### config.mk
export PLATFORM = sky130hd
export DESIGN_NAME = fpc_front_panel
export DESIGN_NICKNAME = d
export VERILOG_FILES = /design/src/hdl/fpc_pkg.sv /design/src/hdl/fpc_front_panel.sv
export SDC_FILE = /design/constraint.sdc
export NUM_CORES = 1
export LEC_CHECK = 0
export BUFFER_PORTS_ARGS = -buffer_cell sky130_fd_sc_hd__buf_2
export CAP_MARGIN = 20
export CELL_PAD_IN_SITES_DETAIL_PLACEMENT = 0
export CELL_PAD_IN_SITES_GLOBAL_PLACEMENT = 2
export CORE_UTILIZATION = 38
export CTS_CLUSTER_SIZE = 25
export DETAILED_ROUTE_END_ITERATION = 10
export GPL_TIMING_DRIVEN = 0
export PLACE_DENSITY = 0.88
export SYNTH_ARGS = -nofsm -noshare
export SYNTH_HDL_FRONTEND = slang
export SYNTH_SLANG_ARGS = --single-unit
### constraint.sdc
create_clock -name CLOCK_I -period 3.7 [get_ports CLOCK_I]
set_input_delay 0 -clock CLOCK_I [delete_from_list [all_inputs] [get_ports CLOCK_I]]
set_output_delay 0 -clock CLOCK_I [all_outputs]
set_load 0.1 [all_outputs]
### src/hdl/fpc_pkg.sv
// Constants and state encodings for the front panel power control block.
// Assumes a free-running 100 MHz system clock and a power-on reset.
package fpc_pkg;
    localparam int unsigned CLK_HZ        = 100_000_000;
    localparam int unsigned HOLD_MS       = 50;
    localparam int unsigned LOCKOUT_S     = 2;
    localparam int unsigned BLINK_HALF_MS = 500;
    // Times round down; these divide exactly at 100 MHz
    localparam int unsigned HOLD_CYC      = (CLK_HZ / 1000) * HOLD_MS;
    localparam int unsigned LOCKOUT_CYC   = CLK_HZ * LOCKOUT_S;
    localparam int unsigned BLINK_CYC     = (CLK_HZ / 1000) * BLINK_HALF_MS;
    localparam int unsigned CNT_W         = 28;

    // Power states, one-hot
    typedef enum logic [2:0] {
        FPC_OFF     = 3'b001,
        FPC_STANDBY = 3'b010,
        FPC_ON      = 3'b100
    } fpc_pwr_e;

    // Indicator pattern select values
    localparam logic [1:0] PAT_DEFAULT = 2'h0;
    localparam logic [1:0] PAT_STEADY  = 2'h1; // Steady in standby too
    localparam logic [1:0] PAT_DARK    = 2'h2; // Dark in standby
    localparam logic [1:0] PAT_SWAP    = 2'h3; // Colours swapped
endpackage : fpc_pkg

### src/hdl/fpc_front_panel.sv
// Front panel power switch debounce, reset switch and power/disk LEDs.
// Assumes switch inputs are already synchronous to CLOCK_I.
`timescale 1ns/1ps
module fpc_front_panel
    import fpc_pkg::*;
#(
    parameter int unsigned HOLD_CYCLES    = HOLD_CYC,    // Debounce hold
    parameter int unsigned LOCKOUT_CYCLES = LOCKOUT_CYC, // Lockout
    parameter int unsigned BLINK_CYCLES   = BLINK_CYC    // Blink half
)
(
    input  wire logic       CLOCK_I,         // 100 MHz clock
    input  wire logic       RST_N_I,         // Sync reset, active low
    input  wire logic       CE_I,            // Clock enable
    input  wire logic       POWER_REQUEST_N_I, // Power switch, low closed
    input  wire logic       RESET_SWITCH_N_I,  // Reset switch, low closed
    input  wire logic       SLEEP_REQ_I,     // System asks standby
    input  wire logic       WAKE_REQ_I,      // Wake event from standby
    input  wire logic       DISK_BUSY_I,     // Disk transfer active
    input  wire logic [1:0] PATTERN_SEL_I,   // Indicator pattern
    output logic            POWER_TOGGLE_O,  // Accepted request pulse
    output logic            POWERED_O,       // Board power on level
    output logic            BOARD_RESET_N_O, // Board reset, active low
    output logic            SELF_TEST_O,     // Self test start pulse
    output logic            INDICATOR_PRIMARY_COLOUR_O,   // Main LED
    output logic            INDICATOR_SECONDARY_COLOUR_O, // Alt LED
    output logic            DISK_ACTIVITY_INDICATOR_N_O   // Disk LED
);

    fpc_pwr_e         pwr, next_pwr;
    logic [CNT_W-1:0] hold_cnt, next_hold_cnt;
    logic [CNT_W-1:0] lock_cnt, next_lock_cnt;
    logic [CNT_W-1:0] blink_cnt, next_blink_cnt;
    logic             blink, next_blink;
    logic             armed, next_armed;
    logic             rst_seen, next_rst_seen;
    logic             toggle, next_toggle;
    logic             st_pulse, next_st_pulse;
    logic             led_p, next_led_p;
    logic             led_s, next_led_s;
    logic             disk_n, next_disk_n;
    logic             locked;
    logic             accept;

    assign locked = (lock_cnt != '0);
    // Accept once the low run reaches the hold; armed blocks re-fire
    assign accept = !POWER_REQUEST_N_I && !locked && armed
                    && (hold_cnt == CNT_W'(HOLD_CYCLES - 1));

    // Debounce, lockout and power state
    always_comb
    begin
        next_hold_cnt = hold_cnt;
        next_lock_cnt = lock_cnt;
        next_armed    = armed;
        next_pwr      = pwr;
        next_toggle   = 1'b0;
        if (POWER_REQUEST_N_I || locked)
            next_hold_cnt = '0; // Bounce restarts the count
        else if (armed && !accept)
            next_hold_cnt = hold_cnt + CNT_W'(1);
        if (POWER_REQUEST_N_I)
            next_armed = 1'b1; // Held switch must open again
        if (locked)
            next_lock_cnt = lock_cnt - CNT_W'(1);
        if (accept)
        begin
            next_toggle   = 1'b1;
            next_armed    = 1'b0;
            next_hold_cnt = '0;
            next_lock_cnt = CNT_W'(LOCKOUT_CYCLES);
        end
        case (pwr)
            FPC_OFF:     if (accept) next_pwr = FPC_ON;
            FPC_ON:
                if (accept)           next_pwr = FPC_OFF;
                else if (SLEEP_REQ_I) next_pwr = FPC_STANDBY;
            FPC_STANDBY:
                if (accept || WAKE_REQ_I) next_pwr = FPC_ON;
            default:     next_pwr = FPC_OFF;
        endcase
    end

    always_ff @(posedge CLOCK_I)
    begin
        if (!RST_N_I)
        begin
            pwr      <= FPC_OFF;
            hold_cnt <= '0;
            lock_cnt <= '0;
            armed    <= 1'b1;
            toggle   <= 1'b0;
        end
        else if (CE_I)
        begin
            pwr      <= next_pwr;
            hold_cnt <= next_hold_cnt;
            lock_cnt <= next_lock_cnt;
            armed    <= next_armed;
            toggle   <= next_toggle;
        end
    end

    // Reset switch: held reset, self test pulse on release
    always_comb
    begin
        next_rst_seen = !RESET_SWITCH_N_I;
        next_st_pulse = rst_seen && RESET_SWITCH_N_I;
    end

    always_ff @(posedge CLOCK_I)
    begin
        if (!RST_N_I)
        begin
            rst_seen <= 1'b0;
            st_pulse <= 1'b0;
        end
        else if (CE_I)
        begin
            rst_seen <= next_rst_seen;
            st_pulse <= next_st_pulse;
        end
    end

    // Blink timer and indicator drive; free-running keeps halves equal
    always_comb
    begin
        next_blink_cnt = blink_cnt + CNT_W'(1);
        next_blink     = blink;
        if (blink_cnt == CNT_W'(BLINK_CYCLES - 1))
        begin
            next_blink_cnt = '0;
            next_blink     = !blink;
        end
        next_led_p = 1'b0;
        next_led_s = 1'b0;
        case (pwr)
            FPC_ON:
                if (PATTERN_SEL_I == PAT_SWAP)
                    next_led_s = 1'b1;
                else
                    next_led_p = 1'b1;
            FPC_STANDBY:
                case (PATTERN_SEL_I)
                    PAT_STEADY: next_led_s = 1'b1;
                    PAT_DARK:   next_led_s = 1'b0;
                    PAT_SWAP:   next_led_p = blink;
                    default:    next_led_s = blink;
                endcase
            default: ; // Off: both dark
        endcase
        next_disk_n = !DISK_BUSY_I;
    end

    always_ff @(posedge CLOCK_I)
    begin
        if (!RST_N_I)
        begin
            blink_cnt <= '0;
            blink     <= 1'b0;
            led_p     <= 1'b0;
            led_s     <= 1'b0;
            disk_n    <= 1'b1;
        end
        else if (CE_I)
        begin
            blink_cnt <= next_blink_cnt;
            blink     <= next_blink;
            led_p     <= next_led_p;
            led_s     <= next_led_s;
            disk_n    <= next_disk_n;
        end
    end

    // Output drive, all from flip-flops
    assign POWER_TOGGLE_O               = toggle;
    assign POWERED_O                    = pwr != FPC_OFF;
    assign BOARD_RESET_N_O              = !rst_seen;
    assign SELF_TEST_O                  = st_pulse;
    assign INDICATOR_PRIMARY_COLOUR_O   = led_p;
    assign INDICATOR_SECONDARY_COLOUR_O = led_s;
    assign DISK_ACTIVITY_INDICATOR_N_O  = disk_n;

    // Checks; most look one enabled cycle after their cause, short_press_a and lockout_hold_a look in the same cycle
    short_press_a: assert property (@(posedge CLOCK_I)
        disable iff (!RST_N_I)
        $rose(toggle) |-> $past(hold_cnt) == CNT_W'(HOLD_CYCLES - 1))
        else $error("request accepted before hold time");
    lockout_hold_a: assert property (@(posedge CLOCK_I)
        disable iff (!RST_N_I)
        toggle |-> lock_cnt == CNT_W'(LOCKOUT_CYCLES))
        else $error("lockout not loaded on accept");
    no_locked_a: assert property (@(posedge CLOCK_I)
        disable iff (!RST_N_I)
        (locked && CE_I) |=> !toggle)
        else $error("request accepted during lockout");
    single_toggle_a: assert property (@(posedge CLOCK_I)
        disable iff (!RST_N_I)
        (CE_I && toggle) |=> !toggle)
        else $error("accept pulse longer than one cycle");
    reset_drive_a: assert property (@(posedge CLOCK_I)
        disable iff (!RST_N_I)
        (CE_I && !RESET_SWITCH_N_I) |=> !BOARD_RESET_N_O)
        else $error("board reset not asserted");
    self_test_a: assert property (@(posedge CLOCK_I)
        disable iff (!RST_N_I)
        (CE_I && !BOARD_RESET_N_O && RESET_SWITCH_N_I) |=> SELF_TEST_O)
        else $error("self test not started on release");
    off_dark_a: assert property (@(posedge CLOCK_I)
        disable iff (!RST_N_I)
        (CE_I && pwr == FPC_OFF) |=> !led_p && !led_s)
        else $error("indicator lit while off");
    on_blue_a: assert property (@(posedge CLOCK_I)
        disable iff (!RST_N_I)
        (CE_I && pwr == FPC_ON && PATTERN_SEL_I == PAT_DEFAULT)
        |=> led_p && !led_s)
        else $error("primary not steady when on");
    amber_blink_a: assert property (@(posedge CLOCK_I)
        disable iff (!RST_N_I)
        (CE_I && pwr == FPC_STANDBY && PATTERN_SEL_I == PAT_DEFAULT)
        |=> led_s == $past(blink) && !led_p)
        else $error("standby blink wrong");
    // Blink may flip only at the end of a half, never elsewhere
    blink_half_a: assert property (@(posedge CLOCK_I)
        disable iff (!RST_N_I)
        CE_I |=> $changed(blink)
            == ($past(blink_cnt) == CNT_W'(BLINK_CYCLES - 1)))
        else $error("blink half period wrong");
    disk_led_a: assert property (@(posedge CLOCK_I)
        disable iff (!RST_N_I)
        (CE_I && DISK_BUSY_I) |=> !disk_n)
        else $error("disk indicator not lit");
    cov_accept_c:    cover property (@(posedge CLOCK_I) toggle);
    cov_standby_c:   cover property (@(posedge CLOCK_I) pwr == FPC_STANDBY);
    cov_self_test_c: cover property (@(posedge CLOCK_I) st_pulse);

endmodule // fpc_front_panel

Word-level counts from Yosys, hierarchy flattened
Cells that the tools add are included.
{ "classes": {"n_addsub": 3, "muxes": 20, "reduce_logical": 24, "eq_ne": 12} }
{ "op_table": {"columns": ["operator", "n"], "rows": [
  ["28-bit 2-to-1 mux", 6],
  ["28-bit by 1-bit adder with 28-bit output, second input constant", 2],
  ["28-bit by 23-bit == test with 1-bit output, second input constant", 1],
  ["28-bit by 26-bit == test with 1-bit output, second input constant", 1],
  ["28-bit nonzero test", 1],
  ["28-bit by 1-bit subtractor with 28-bit output, second input constant", 1],
  ["3-bit 2-to-1 mux", 4],
  ["3-bit case mux with 3 select lines", 1],
  ["2-bit AND reduction", 4],
  ["1-bit zero test", 7],
  ["1-bit 2-to-1 mux", 6],
  ["1-bit case mux with 2 select lines", 3],
  ["1-bit logical AND", 5],
  ["2-bit == test, second input constant", 2],
  ["2-bit != test, second input constant", 2],
  ["4-bit AND reduction", 1],
  ["2-bit nonzero test", 2],
  ["3-bit by 1-bit == test with 1-bit output, second input constant", 1],
  ["3-bit by 2-bit == test with 1-bit output, second input constant", 1],
  ["3-bit == test, second input constant", 1],
  ["3-bit by 1-bit != test with 1-bit output, second input constant", 1],
  ["3-bit != test, second input constant", 1],
  ["3-bit nonzero test", 1],
  ["2-bit by 1-bit == test with 1-bit output, second input constant", 1],
  ["2 further kinds", 3]
]} }
{ "word_totals": {"out_inout_bits": 7, "elab_cells": 71, "inputBits": 10, "ff_bits": 95} }

Logic depth before layout (Yosys ltp)
Gate-level depths: netlist (run 1).
{ "depth": {"word_depth": 10, "depth_mapped": 10, "ltp_nobuf": 8} }

Worst setup path after synthesis (run 1)
OpenSTA, ideal clock, no wires.
{ "synth_timing": {"path_kind": "register -> register", "startpoint": "reg lock_cnt[0]", "endpoint": "reg lock_cnt[18]", "arrival_time_ns": 2.488, "synth_period_minus_slack_ns": 2.603, "n_path_buf": 2, "stages_incl_launch_ff": 11, "setup_slack_ns": 1.097, "cell_sequence": "dfxtp_1 inv_1 ha_1 or4b_2 nor4_4 nand2_1 or4_1 buf_2 nand2_2 buf_4 nor2_1"} }
{ "synth_via": {"elab_chain_cells": 7} }
{ "synth_lines": {"columns": ["item", "line_no", "source"], "rows": [
  ["from (decl)", "fpc_front_panel.sv:32", "logic [CNT_W-1:0] lock_cnt, next_lock_cnt;"],
  ["from (signal assigned)", "fpc_front_panel.sv:98", "lock_cnt <= next_lock_cnt;"],
  ["parallel branches: the longest is 7 deep, another holds 28-bit by 1-bit subtractor with 28-bit output", null, null]
]} }
Several ways; the timed one is not identified. The select of a mux whose other input is x is not followed.
A chain may end at the register's enable or synchronous reset.

Final worst setup path (run 1)
{ "layout_timing": {"startpoint": "reg lock_cnt[18]", "endpoint": "reg pwr[2]"} }
{ "layout_via": {"elab_chain_cells": 8} }
{ "layout_lines": {"columns": ["item", "line_no", "source"], "rows": [
  ["28-bit nonzero test *", "fpc_front_panel.sv:45", "assign locked = (lock_cnt != '0);"],
  ["1-bit zero test *", "fpc_front_panel.sv:47", "assign accept = !POWER_REQUEST_N_I && !locked && armed"],
  ["1-bit logical AND * (2 in a row)", "fpc_front_panel.sv:47", null],
  ["1-bit logical AND *", "fpc_front_panel.sv:48", "&& (hold_cnt == CNT_W'(HOLD_CYCLES - 1));"],
  ["1-bit logical OR", "fpc_front_panel.sv:79", "if (accept || WAKE_REQ_I) next_pwr = FPC_ON;"],
  ["2-bit != test (no source line)", null, null],
  ["4-bit AND reduction (no source line)", null, null],
  ["to (signal assigned)", "fpc_front_panel.sv:96", "pwr <= next_pwr;"],
  ["to (decl)", "fpc_front_panel.sv:30", "fpc_pwr_e pwr, next_pwr;"]
]} }
Mark *: on every way between the ends. The rest lies on a longest branch, timed or not.

==> out/metrics.yaml, run 1 <==
global_route:
  antenna_found_initial: 0
  grt_overflow: 0
  grt_max_degree: 16
  grt_pass1_vias: 3943
  grt_usage_pct: 19.6
  grt_pass1_wl_um: 20100
power_and_ir_drop:
  powerDensity_mw_per_mm2: 675
  ir_drop_mv: 0.343
  p_leak_nw: 1.91
final_layout:
  syn_to_final_growth_pct: 13.0
  antenna-diode-count: 0
  nNetsFinal: 619
  layout-drive-gt1-share_pct: 6.90
  finalNonFillerCells: 777
  postLayoutCellArea_sq_mm: 0.00540
route:
  vias_per_cell: 5.34
  num_vias: 4146
  ant_nets: 0
  post-route-drc-count: 0
  drtPass1Iterations: 4
  first_iter_violations: 212
  wl_per_cell_um: 14.8
  drt_wl_total_um: 11500
timing:
  whs_ps: 7.30
  relSlewSlack_pct: 36.3
  timing.final.crit_period_ps: 3430
  period_share_pct: 92.7
  finalSetupViolCount: 0
  drv_slew: 0
  hold_viol_final: 0
  fin_tns_setup_ps: 0
  skew_ps: 8.31
  tightestPinTransition_ps: 950
  rsz0062_at_grt: "false"
  timing.fmax_ghz: 0.291
logic_synthesis:
  synth-edff-count: 0
  ys_types: 52
  synthTopCellsByArea: "dfxtp_1, xor2_1, nor2_1, xnor2_1, nand4_1"
  synth_area_leader_cell: "dfxtp_1"
  ys_ff_latch: 95
  syn_inst: 574
  yosysWarnings: 0
  ys_seq_area_share_pct: 39.8
  ys.flop_type: "dfxtp_1"
  async_reset_ff_share_pct: 0
  synth_nets: 588
  postSynthAreaPerCell_sq_um: 8.32
  synth_top_area_share_pct: 39.8
  synth_area_sq_mm: 0.00478
  synth_commonest_cells: "dfxtp_1, nor2_1, xor2_1"
  synth_most_common_cell: "dfxtp_1"
critical_path:
  r2r_slack_ps: 270
  end_kind: "flip-flop"
  r2r-end: "pwr[2]$_SDFFE_PN0P_"
  worst-path-buf-inv: 3
  cp_cell_sequence: "nor4_1 > and4_1 > clkbuf_1 > nand3_1 > or4_1 > clkbuf_1 > or3_1 > a31oi_1 > dlygate4sd3_1"
  path_class: "reg -> reg"
  arrival_ps: 3730
  path_max_fanout: 6
  cp_slowest_stage_delay_ps: 680
  crit_required_ps: 4000
  cp_slowest_cell: "nor4_1"
  r2r-start: "lock_cnt[18]$_SDFFE_PN0P_"
  crit_top_cell: "clkbuf_1"
  reg2reg_depth: 9
  path_delay_family: "simple AND/OR/NAND/NOR gates"
  start_kind: "flip-flop"
clock_network:
  htreeDepth: 3
  cts.sinks: 95
  cts-root-buf: "clkbuf_16"
  clk_pin_slew_ps: 70
  cts_tree: "done"
  clk-insertion-delay-late_ps: 350
  cts_buffers: 9
  ctsLongestPathBuffers: 2
floorplan:
  row_count: 40
  die_width_um: 114
  core_area_sq_mm: 0.0121
  die_h_um: 114
  io_pins: 17
  die_area_sq_mm: 0.0130
  initial_core_util_pct: 39.4
min_path:
  worst_hold_path.num_cells: 5
  hold_start: "SLEEP_REQ_I"
  hold_end: "pwr[1]$_SDFFE_PN0P_"
  hold_path_class: "in -> reg"
placement:
  dp_cells: 757
  finalWeightedCongestion: 0.792
  dpl.hpwl_um: 8190
  placed_area_sq_mm: 0.00506
  port_buffers: 15
status:
  outcome: "finished clean"
job:
  cap_viol_max_count: 0
## report_power, final
part	total (mW)	internal, mW	switching (mW)
Clock	0.930	0.526	0.405
Sequential	1.32	1.16	0.158
Combinational	1.39	0.513	0.880
## through the flow
stage               utilization, %  worst slack (ps)  power, mW
floorplan                        -              1100       2.38
global placement              41.8               727       2.69
detailed placement            41.8               719       2.71
CTS                           44.5               322       3.65
global route                  44.6              31.5       3.90
finish                        44.6               269       3.64
## how the worst max path moves through the flow
| stage | to | start | depth (start not counted) | slack, ps |
|---|---|---|---|---|
| global route | pwr[2]$_SDFFE_PN0P_ | lock_cnt[18]$_SDFFE_PN0P_ | 9 | 30 |
| detailed placement | lock_cnt[10]$_SDFFE_PN0P_ | lock_cnt[0]$_SDFFE_PN0P_ | 10 | 720 |
| floorplan | lock_cnt[18]$_SDFFE_PN0P_ | lock_cnt[0]$_SDFFE_PN0P_ | 10 | 1100 |
| CTS | pwr[2]$_SDFFE_PN0P_ | lock_cnt[18]$_SDFFE_PN0P_ | 9 | 320 |
| finish | pwr[2]$_SDFFE_PN0P_ | lock_cnt[18]$_SDFFE_PN0P_ | 9 | 270 |
| global placement | pwr[1]$_SDFFE_PN0P_ | lock_cnt[0]$_SDFFE_PN0P_ | 10 | 730 |
## sequential cells by signal, summed over array words and instances, names as in the netlist
signal / flops
INDICATOR_PRIMARY_COLOUR_O: 1
blink_cnt: 28
rst_seen: 1
hold_cnt: 28
DISK_ACTIVITY_INDICATOR_N_O: 1
POWER_TOGGLE_O: 1
INDICATOR_SECONDARY_COLOUR_O: 1
lock_cnt: 28
pwr: 3
armed: 1
SELF_TEST_O: 1
blink: 1
## timing repair
action,in CTS,in global routing
hold buffers,4,0
setup buffers,0,0
endpoints found under the setup margin,0,0
resized for setup,0,0
endpoints found under the hold margin,4,0
## final cells by class
class	instances	area (sq um)
plain buffers	25	100
clock buffers	11	233
clock inverters	4	56.3
fillers	1251	6720
inverters	11	41.3
multi-input cells	443	2730
flip-flops and latches	95	1900
well taps	168	210
repair buffers	20	120
## cell families (layout without fill, tap and decap cells)
| kind of cell | after synthesis | after routing | synth area share, % |
|---|---|---|---|
| AO/OA/AOI/OAI | 70 | 70 | 9.61 |
| XOR/XNOR | 71 | 71 | 13.0 |
| adder cells (fa/ha/maj) | 4 | 4 | 1.05 |
| buffers and inverters | 36 | 71 | 2.96 |
| flip-flops | 95 | 95 | 39.8 |
| multiplexers | 3 | 3 | 0.629 |
| AND/OR/NAND/NOR | 295 | 295 | 32.9 |
## worst reg2reg max path, delay by kind of cell, from the launching register on
kind,cells,cell delay (ps)
buffers and inverters,3,1000
flip-flops,1,360
AND/OR/NAND/NOR,5,1860
AO/OA/AOI/OAI,1,170
## metal layers
layer  global-route usage (%)  vias up  wire [um]
li1                         -     2113          -
met1                     26.9     1964       5770
met2                     31.0       64       5220
met3                     4.98        5        390
met4                     4.42        0        102
met5                        0        -          0
## layout by cell type (no fill, tap or decap), drive strengths merged, types with 8 or more instances in the layout
master / Yosys / layout
inv: 11 / 12
a21oi: 17 / 17
and3: 13 / 13
buf: 5 / 20
o21ai: 14 / 14
dfxtp: 95 / 95
nor4: 17 / 17
or3: 8 / 8
nand4: 29 / 29
nor2: 93 / 93
xor2: 50 / 50
nand3: 23 / 23
clkbuf: 20 / 32
nor4b: 8 / 8
xnor2: 21 / 21
nor3: 20 / 20
nand2: 36 / 36
and4: 10 / 10
(Power assumes the default switching activity.)
==> inputs of run 2 (changes only) <==
--- a/config.mk
+++ b/config.mk
@@ -12,7 +12,6 @@
 export CORE_UTILIZATION = 38
 export CTS_CLUSTER_SIZE = 25
 export DETAILED_ROUTE_END_ITERATION = 10
-export GPL_TIMING_DRIVEN = 0
 export PLACE_DENSITY = 0.88
 export SYNTH_ARGS = -nofsm -noshare
 export SYNTH_HDL_FRONTEND = slang
==> out/metrics.yaml, run 2 (synthesis gave the netlist of run 1 again) <==
status:
  outcome: "finished clean"
global_route:
  antenna_found_initial: 0
  grt_max_degree: 28
  grt_usage_pct: 18.4
  grt_pass1_vias: 3907
  grt_pass1_wl_um: 19000
  grt_overflow: 0
power_and_ir_drop:
  powerDensity_mw_per_mm2: 682
  ir_drop_mv: 0.325
  p_leak_nw: 1.90
floorplan:
  die_h_um: 114
  die_width_um: 114
  core_area_sq_mm: 0.0121
  io_pins: 17
  die_area_sq_mm: 0.0130
  initial_core_util_pct: 39.4
  row_count: 40
placement:
  port_buffers: 16
  finalWeightedCongestion: 0.871
  dpl.hpwl_um: 7740
timing:
  fin_tns_setup_ps: 0
  hold_viol_final: 0
  skew_ps: 12.8
  relSlewSlack_pct: 34.9
  tightestPinTransition_ps: 970
  finalSetupViolCount: 0
  timing.final.crit_period_ps: 3390
  rsz0062_at_grt: "false"
  timing.fmax_ghz: 0.295
  whs_ps: 27.2
  period_share_pct: 91.6
  drv_slew: 0
final_layout:
  layout-drive-gt1-share_pct: 7.80
  antenna-diode-count: 0
  syn_to_final_growth_pct: 12.1
  reg_top3: "blink_cnt (28), hold_cnt (28), lock_cnt (28)"
  most-common-layout-cells: "dfxtp_1, nor2_1, xor2_1"
  final_common_cell: "dfxtp_1"
  nNetsFinal: 599
clock_network:
  clk_pin_slew_ps: 80
  ctsLongestPathBuffers: 2
  htreeDepth: 3
  holdBufCountCts: 5
  cts_tree: "done"
  clk-insertion-delay-late_ps: 360
  cts_buffers: 9
  cts.sinks: 95
  post_cts_buffers: 0
  cts-root-buf: "clkbuf_16"
  post_cts_resize_count: 0
critical_path:
  crit_required_ps: 3990
  cp_cell_sequence: "nor4_1 > and4_1 > nand3_1 > or4_1 > or3_1 > a31oi_1 > dlygate4sd3_1"
  end_kind: "flip-flop"
  path_max_fanout: 10
  arrival_ps: 3680
  start_kind: "flip-flop"
  cp_slowest_stage_delay_ps: 670
  reg2reg_depth: 7
  path_class: "reg -> reg"
  cp_slowest_cell: "nor4_1"
route:
  post-route-drc-count: 0
  num_vias: 4070
  wl_per_cell_um: 14.6
  first_iter_violations: 210
  vias_per_cell: 5.37
  drtPass1Iterations: 4
  drt_wl_total_um: 11100
  ant_nets: 0
min_path:
  hold_path_class: "in -> reg"
  worst_hold_path.num_cells: 4
job:
  cap_viol_max_count: 0
==> run 2: cell types whose count changed in the layout (fill, tap and decap cells not counted) <==
cell and delta:
clkbuf_1 -22, buf_4 +3, buf_1 -2, clkinvlp_4 +2, buf_2 -1, clkbuf_2 -1, clkbuf_8 +1, clkinv_2 +1
clkinv_4 -1, dlygate4sd3_1 +1
==> run 2: final timing paths <==
check                                                 start                                         to  slack [ps]
worst max-delay path              lock_cnt[18]$_SDFFE_PN0P_                        pwr[2]$_SDFFE_PN0P_         310
worst min-delay path                       PATTERN_SEL_I[1]  INDICATOR_SECONDARY_COLOUR_O$_SDFFE_PN0P_          30
worst max register to register    lock_cnt[18]$_SDFFE_PN0P_                        pwr[2]$_SDFFE_PN0P_         310
worst min register to register  POWER_TOGGLE_O$_SDFFE_PN0P_                POWER_TOGGLE_O$_SDFFE_PN0P_         470
==> run 2: final cells by class <==
type	instances	area [sq um]
well taps	168	210
fillers	1246	6760
multi-input cells	443	2730
clock buffers	10	239
inverters	11	41.3
repair buffers	25	160
clock inverters	6	67.6
flip-flops and latches	95	1900
==> run 2: stage by stage <==
step           utilization, %  total power [mW]  instances  setup WS (ps)  area (sq um)
2_1_floorplan               -              2.38        574           1100          4780
3_3_place_gp             41.3              2.67        737            854          5000
3_5_place_dp             41.3              2.68        737            767          5000
4_1_cts                  44.2              3.66        758            351          5350
5_1_grt                  44.2              3.89        758            208          5350
6_report                 44.2              3.65        758            310          5350
==> run 2: metal layers <==
metal / share of wire, % / GRT usage, %
met1: 51 / 24.9
met2: 44 / 29.1
met3: 3.0 / 3.02
met4: 1.7 / 7.19
met5: 0 / 0
==> run 2: power by group <==
| part | total (mW) | switching [mW] | leakage (nW) | internal (mW) |
|---|---|---|---|---|
| clock network | 0.969 | 0.424 | 0.145 | 0.545 |
| registers | 1.32 | 0.153 | 0.769 | 1.16 |
| logic | 1.37 | 0.864 | 0.983 | 0.505 |
==> run 2: critical path, delay by kind of cell (launching register included) <==
| family | cells | cell delay [ps] |
|---|---|---|
| buffers and inverters | 1 | 560 |
| AOI/OAI and AO/OA | 1 | 150 |
| and+or+nand+nor | 5 | 2240 |
| DFF | 1 | 370 |
==> inputs of run 3 (changes only) <==
==> constraint.sdc (replaced) <==
create_clock -name CLOCK_I -period 3.7 [get_ports CLOCK_I]
set_input_delay 0.185 -clock CLOCK_I [delete_from_list [all_inputs] [get_ports CLOCK_I]]
set_output_delay 0.185 -clock CLOCK_I [all_outputs]
set_load 0.1 [all_outputs]
==> out/metrics.yaml, run 3 (synthesis gave the netlist of run 1 again) <==
status:
  outcome: "finished clean"
final_layout:
  nFillCells: 1242
  antenna-diode-count: 0
  finalNonFillerCells: 755
  final_common_cell: "dfxtp_1"
  nNetsFinal: 596
  layout-drive-gt1-share_pct: 8.18
  most-common-layout-cells: "dfxtp_1, nor2_1, xor2_1"
  reg_top3: "blink_cnt (28), hold_cnt (28), lock_cnt (28)"
  syn_to_final_growth_pct: 11.5
power_and_ir_drop:
  powerDensity_mw_per_mm2: 686
  p_seq_share_pct: 36.1
  p_leak_nw: 1.89
  switching_share_pct: 39.3
  clkPwrFrac_pct: 26.9
  p_switching_mw: 1.43
  ir_drop_mv: 0.320
  pwr-share-comb_pct: 37.0
  intPower_mw: 2.22
clock_network:
  post_cts_buffers: 0
  cts_tree: "done"
  holdBufCountCts: 0
  post_cts_resize_count: 0
  cts-root-buf: "clkbuf_16"
  cts.sinks: 95
  clk-insertion-delay-late_ps: 360
  clk_pin_slew_ps: 70
  htreeDepth: 3
  cts_buffers: 9
  ctsLongestPathBuffers: 2
global_route:
  grt_overflow: 0
  grt_pass1_wl_um: 19100
  grt_max_degree: 28
  grt_usage_pct: 18.6
  antenna_found_initial: 0
  grt_pass1_vias: 3873
placement:
  finalWeightedCongestion: 0.865
  dpl.hpwl_um: 7700
  dp_cells: 739
  port_buffers: 16
timing:
  timing.final.crit_period_ps: 2920
  finalSetupViolCount: 0
  relSlewSlack_pct: 39.9
  tightestPinTransition_ps: 902
  rsz0062_at_grt: "false"
  skew_ps: 9.48
  hold_viol_final: 0
  period_share_pct: 78.8
  drv_slew: 0
  timing.fmax_ghz: 0.343
  fin_tns_setup_ps: 0
route:
  num_vias: 4070
  ant_nets: 0
  post-route-drc-count: 0
  vias_per_cell: 5.39
  first_iter_violations: 187
  drtPass1Iterations: 4
  wl_per_cell_um: 14.5
  drt_wl_total_um: 11000
critical_path:
  end_kind: "flip-flop"
  path_max_fanout: 14
  cp_slowest_stage_delay_ps: 670
  r2r-end: "lock_cnt[10]$_SDFFE_PN0P_"
  r2r-start: "lock_cnt[0]$_SDFFE_PN0P_"
  reg2reg_depth: 8
  arrival_ps: 3150
  crit_required_ps: 3940
  start_kind: "flip-flop"
  path_class: "reg -> reg"
  cp_slowest_cell: "or4_1"
  r2r_slack_ps: 780
  cp_cell_sequence: "inv_1 > ha_1 > or4b_2 > nor4_4 > nand2_1 > or4_1 > nand2_2 > nor2_1"
floorplan:
  initial_core_util_pct: 39.4
  die_width_um: 114
  row_count: 40
  die_h_um: 114
  io_pins: 17
  core_area_sq_mm: 0.0121
  die_area_sq_mm: 0.0130
job:
  cap_viol_max_count: 0
min_path:
  hold_start: "RESET_SWITCH_N_I"
  hold_path_class: "in -> reg"
  hold_end: "rst_seen$_SDFFE_PN0P_"
  worst_hold_path.num_cells: 2
## run 3: metal layers
metal | global-route usage (%) | share of wire, % | up-vias
met5 | 0 | 0 | -
met1 | 25.4 | 50 | 1931
met4 | 8.92 | 1.9 | 0
met3 | 3.28 | 3.5 | 16
met2 | 28.6 | 45 | 67
li1 | - | - | 2056
## run 3: worst max path at each step
stage / slack [ps] / cells past startpoint / startpoint / endpoint
CTS: 790 / 8 / lock_cnt[0]$_SDFFE_PN0P_ / lock_cnt[10]$_SDFFE_PN0P_
floorplan: 1100 / 10 / lock_cnt[0]$_SDFFE_PN0P_ / lock_cnt[18]$_SDFFE_PN0P_
global route: 540 / 6 / lock_cnt[18]$_SDFFE_PN0P_ / hold_cnt[18]$_SDFFE_PN0P_
global placement: 850 / 8 / lock_cnt[0]$_SDFFE_PN0P_ / lock_cnt[26]$_SDFFE_PN0P_
finish: 780 / 8 / lock_cnt[0]$_SDFFE_PN0P_ / lock_cnt[10]$_SDFFE_PN0P_
detailed placement: 800 / 8 / lock_cnt[0]$_SDFFE_PN0P_ / lock_cnt[11]$_SDFFE_PN0P_
## run 3: area by class of cell
class                   count  area (sq um)  share of cell area (%)
clock buffers              10           239                    4.49
clock inverters             6          73.8                    1.39
inverters                  11          41.3                   0.775
multi-input cells         443          2730                    51.3
flip-flops and latches     95          1900                    35.7
well taps                 168           210                    3.95
repair buffers             22           125                    2.35
## run 3: per-stage QoR
step / worst slack (ps) / hold slack [ps] / instance area [sq um] / power (mW) / utilization, %
final: 785 / 26.9 / 5330 / 3.65 / 44.0
after global routing: 537 / 41.5 / 5330 / 3.91 / 44.0
after CTS: 786 / 17.7 / 5330 / 3.67 / 44.0
after detailed placement: 800 / 391 / 5010 / 2.68 / 41.4
after global placement: 854 / 386 / 5010 / 2.67 / 41.4
after floorplan: 1100 / 284 / 4780 / 2.38 / -
## run 3: power by group through the flow
stage	Sequential, mW	Combinational (mW)	Clock [mW]
2_1_floorplan	1.31	1.07	0
3_3_place_gp	1.33	1.34	0
3_5_place_dp	1.34	1.34	0
4_1_cts	1.32	1.35	1.00
5_1_grt	1.34	1.52	1.05
6_report	1.32	1.35	0.983
## run 3: critical path, delay by kind of cell, from the launching register on
family / cells / cell delay, ps
flops: 1 / 340
fa+ha+maj: 1 / 190
simple gates: 6 / 2140
buf+inv: 1 / 110
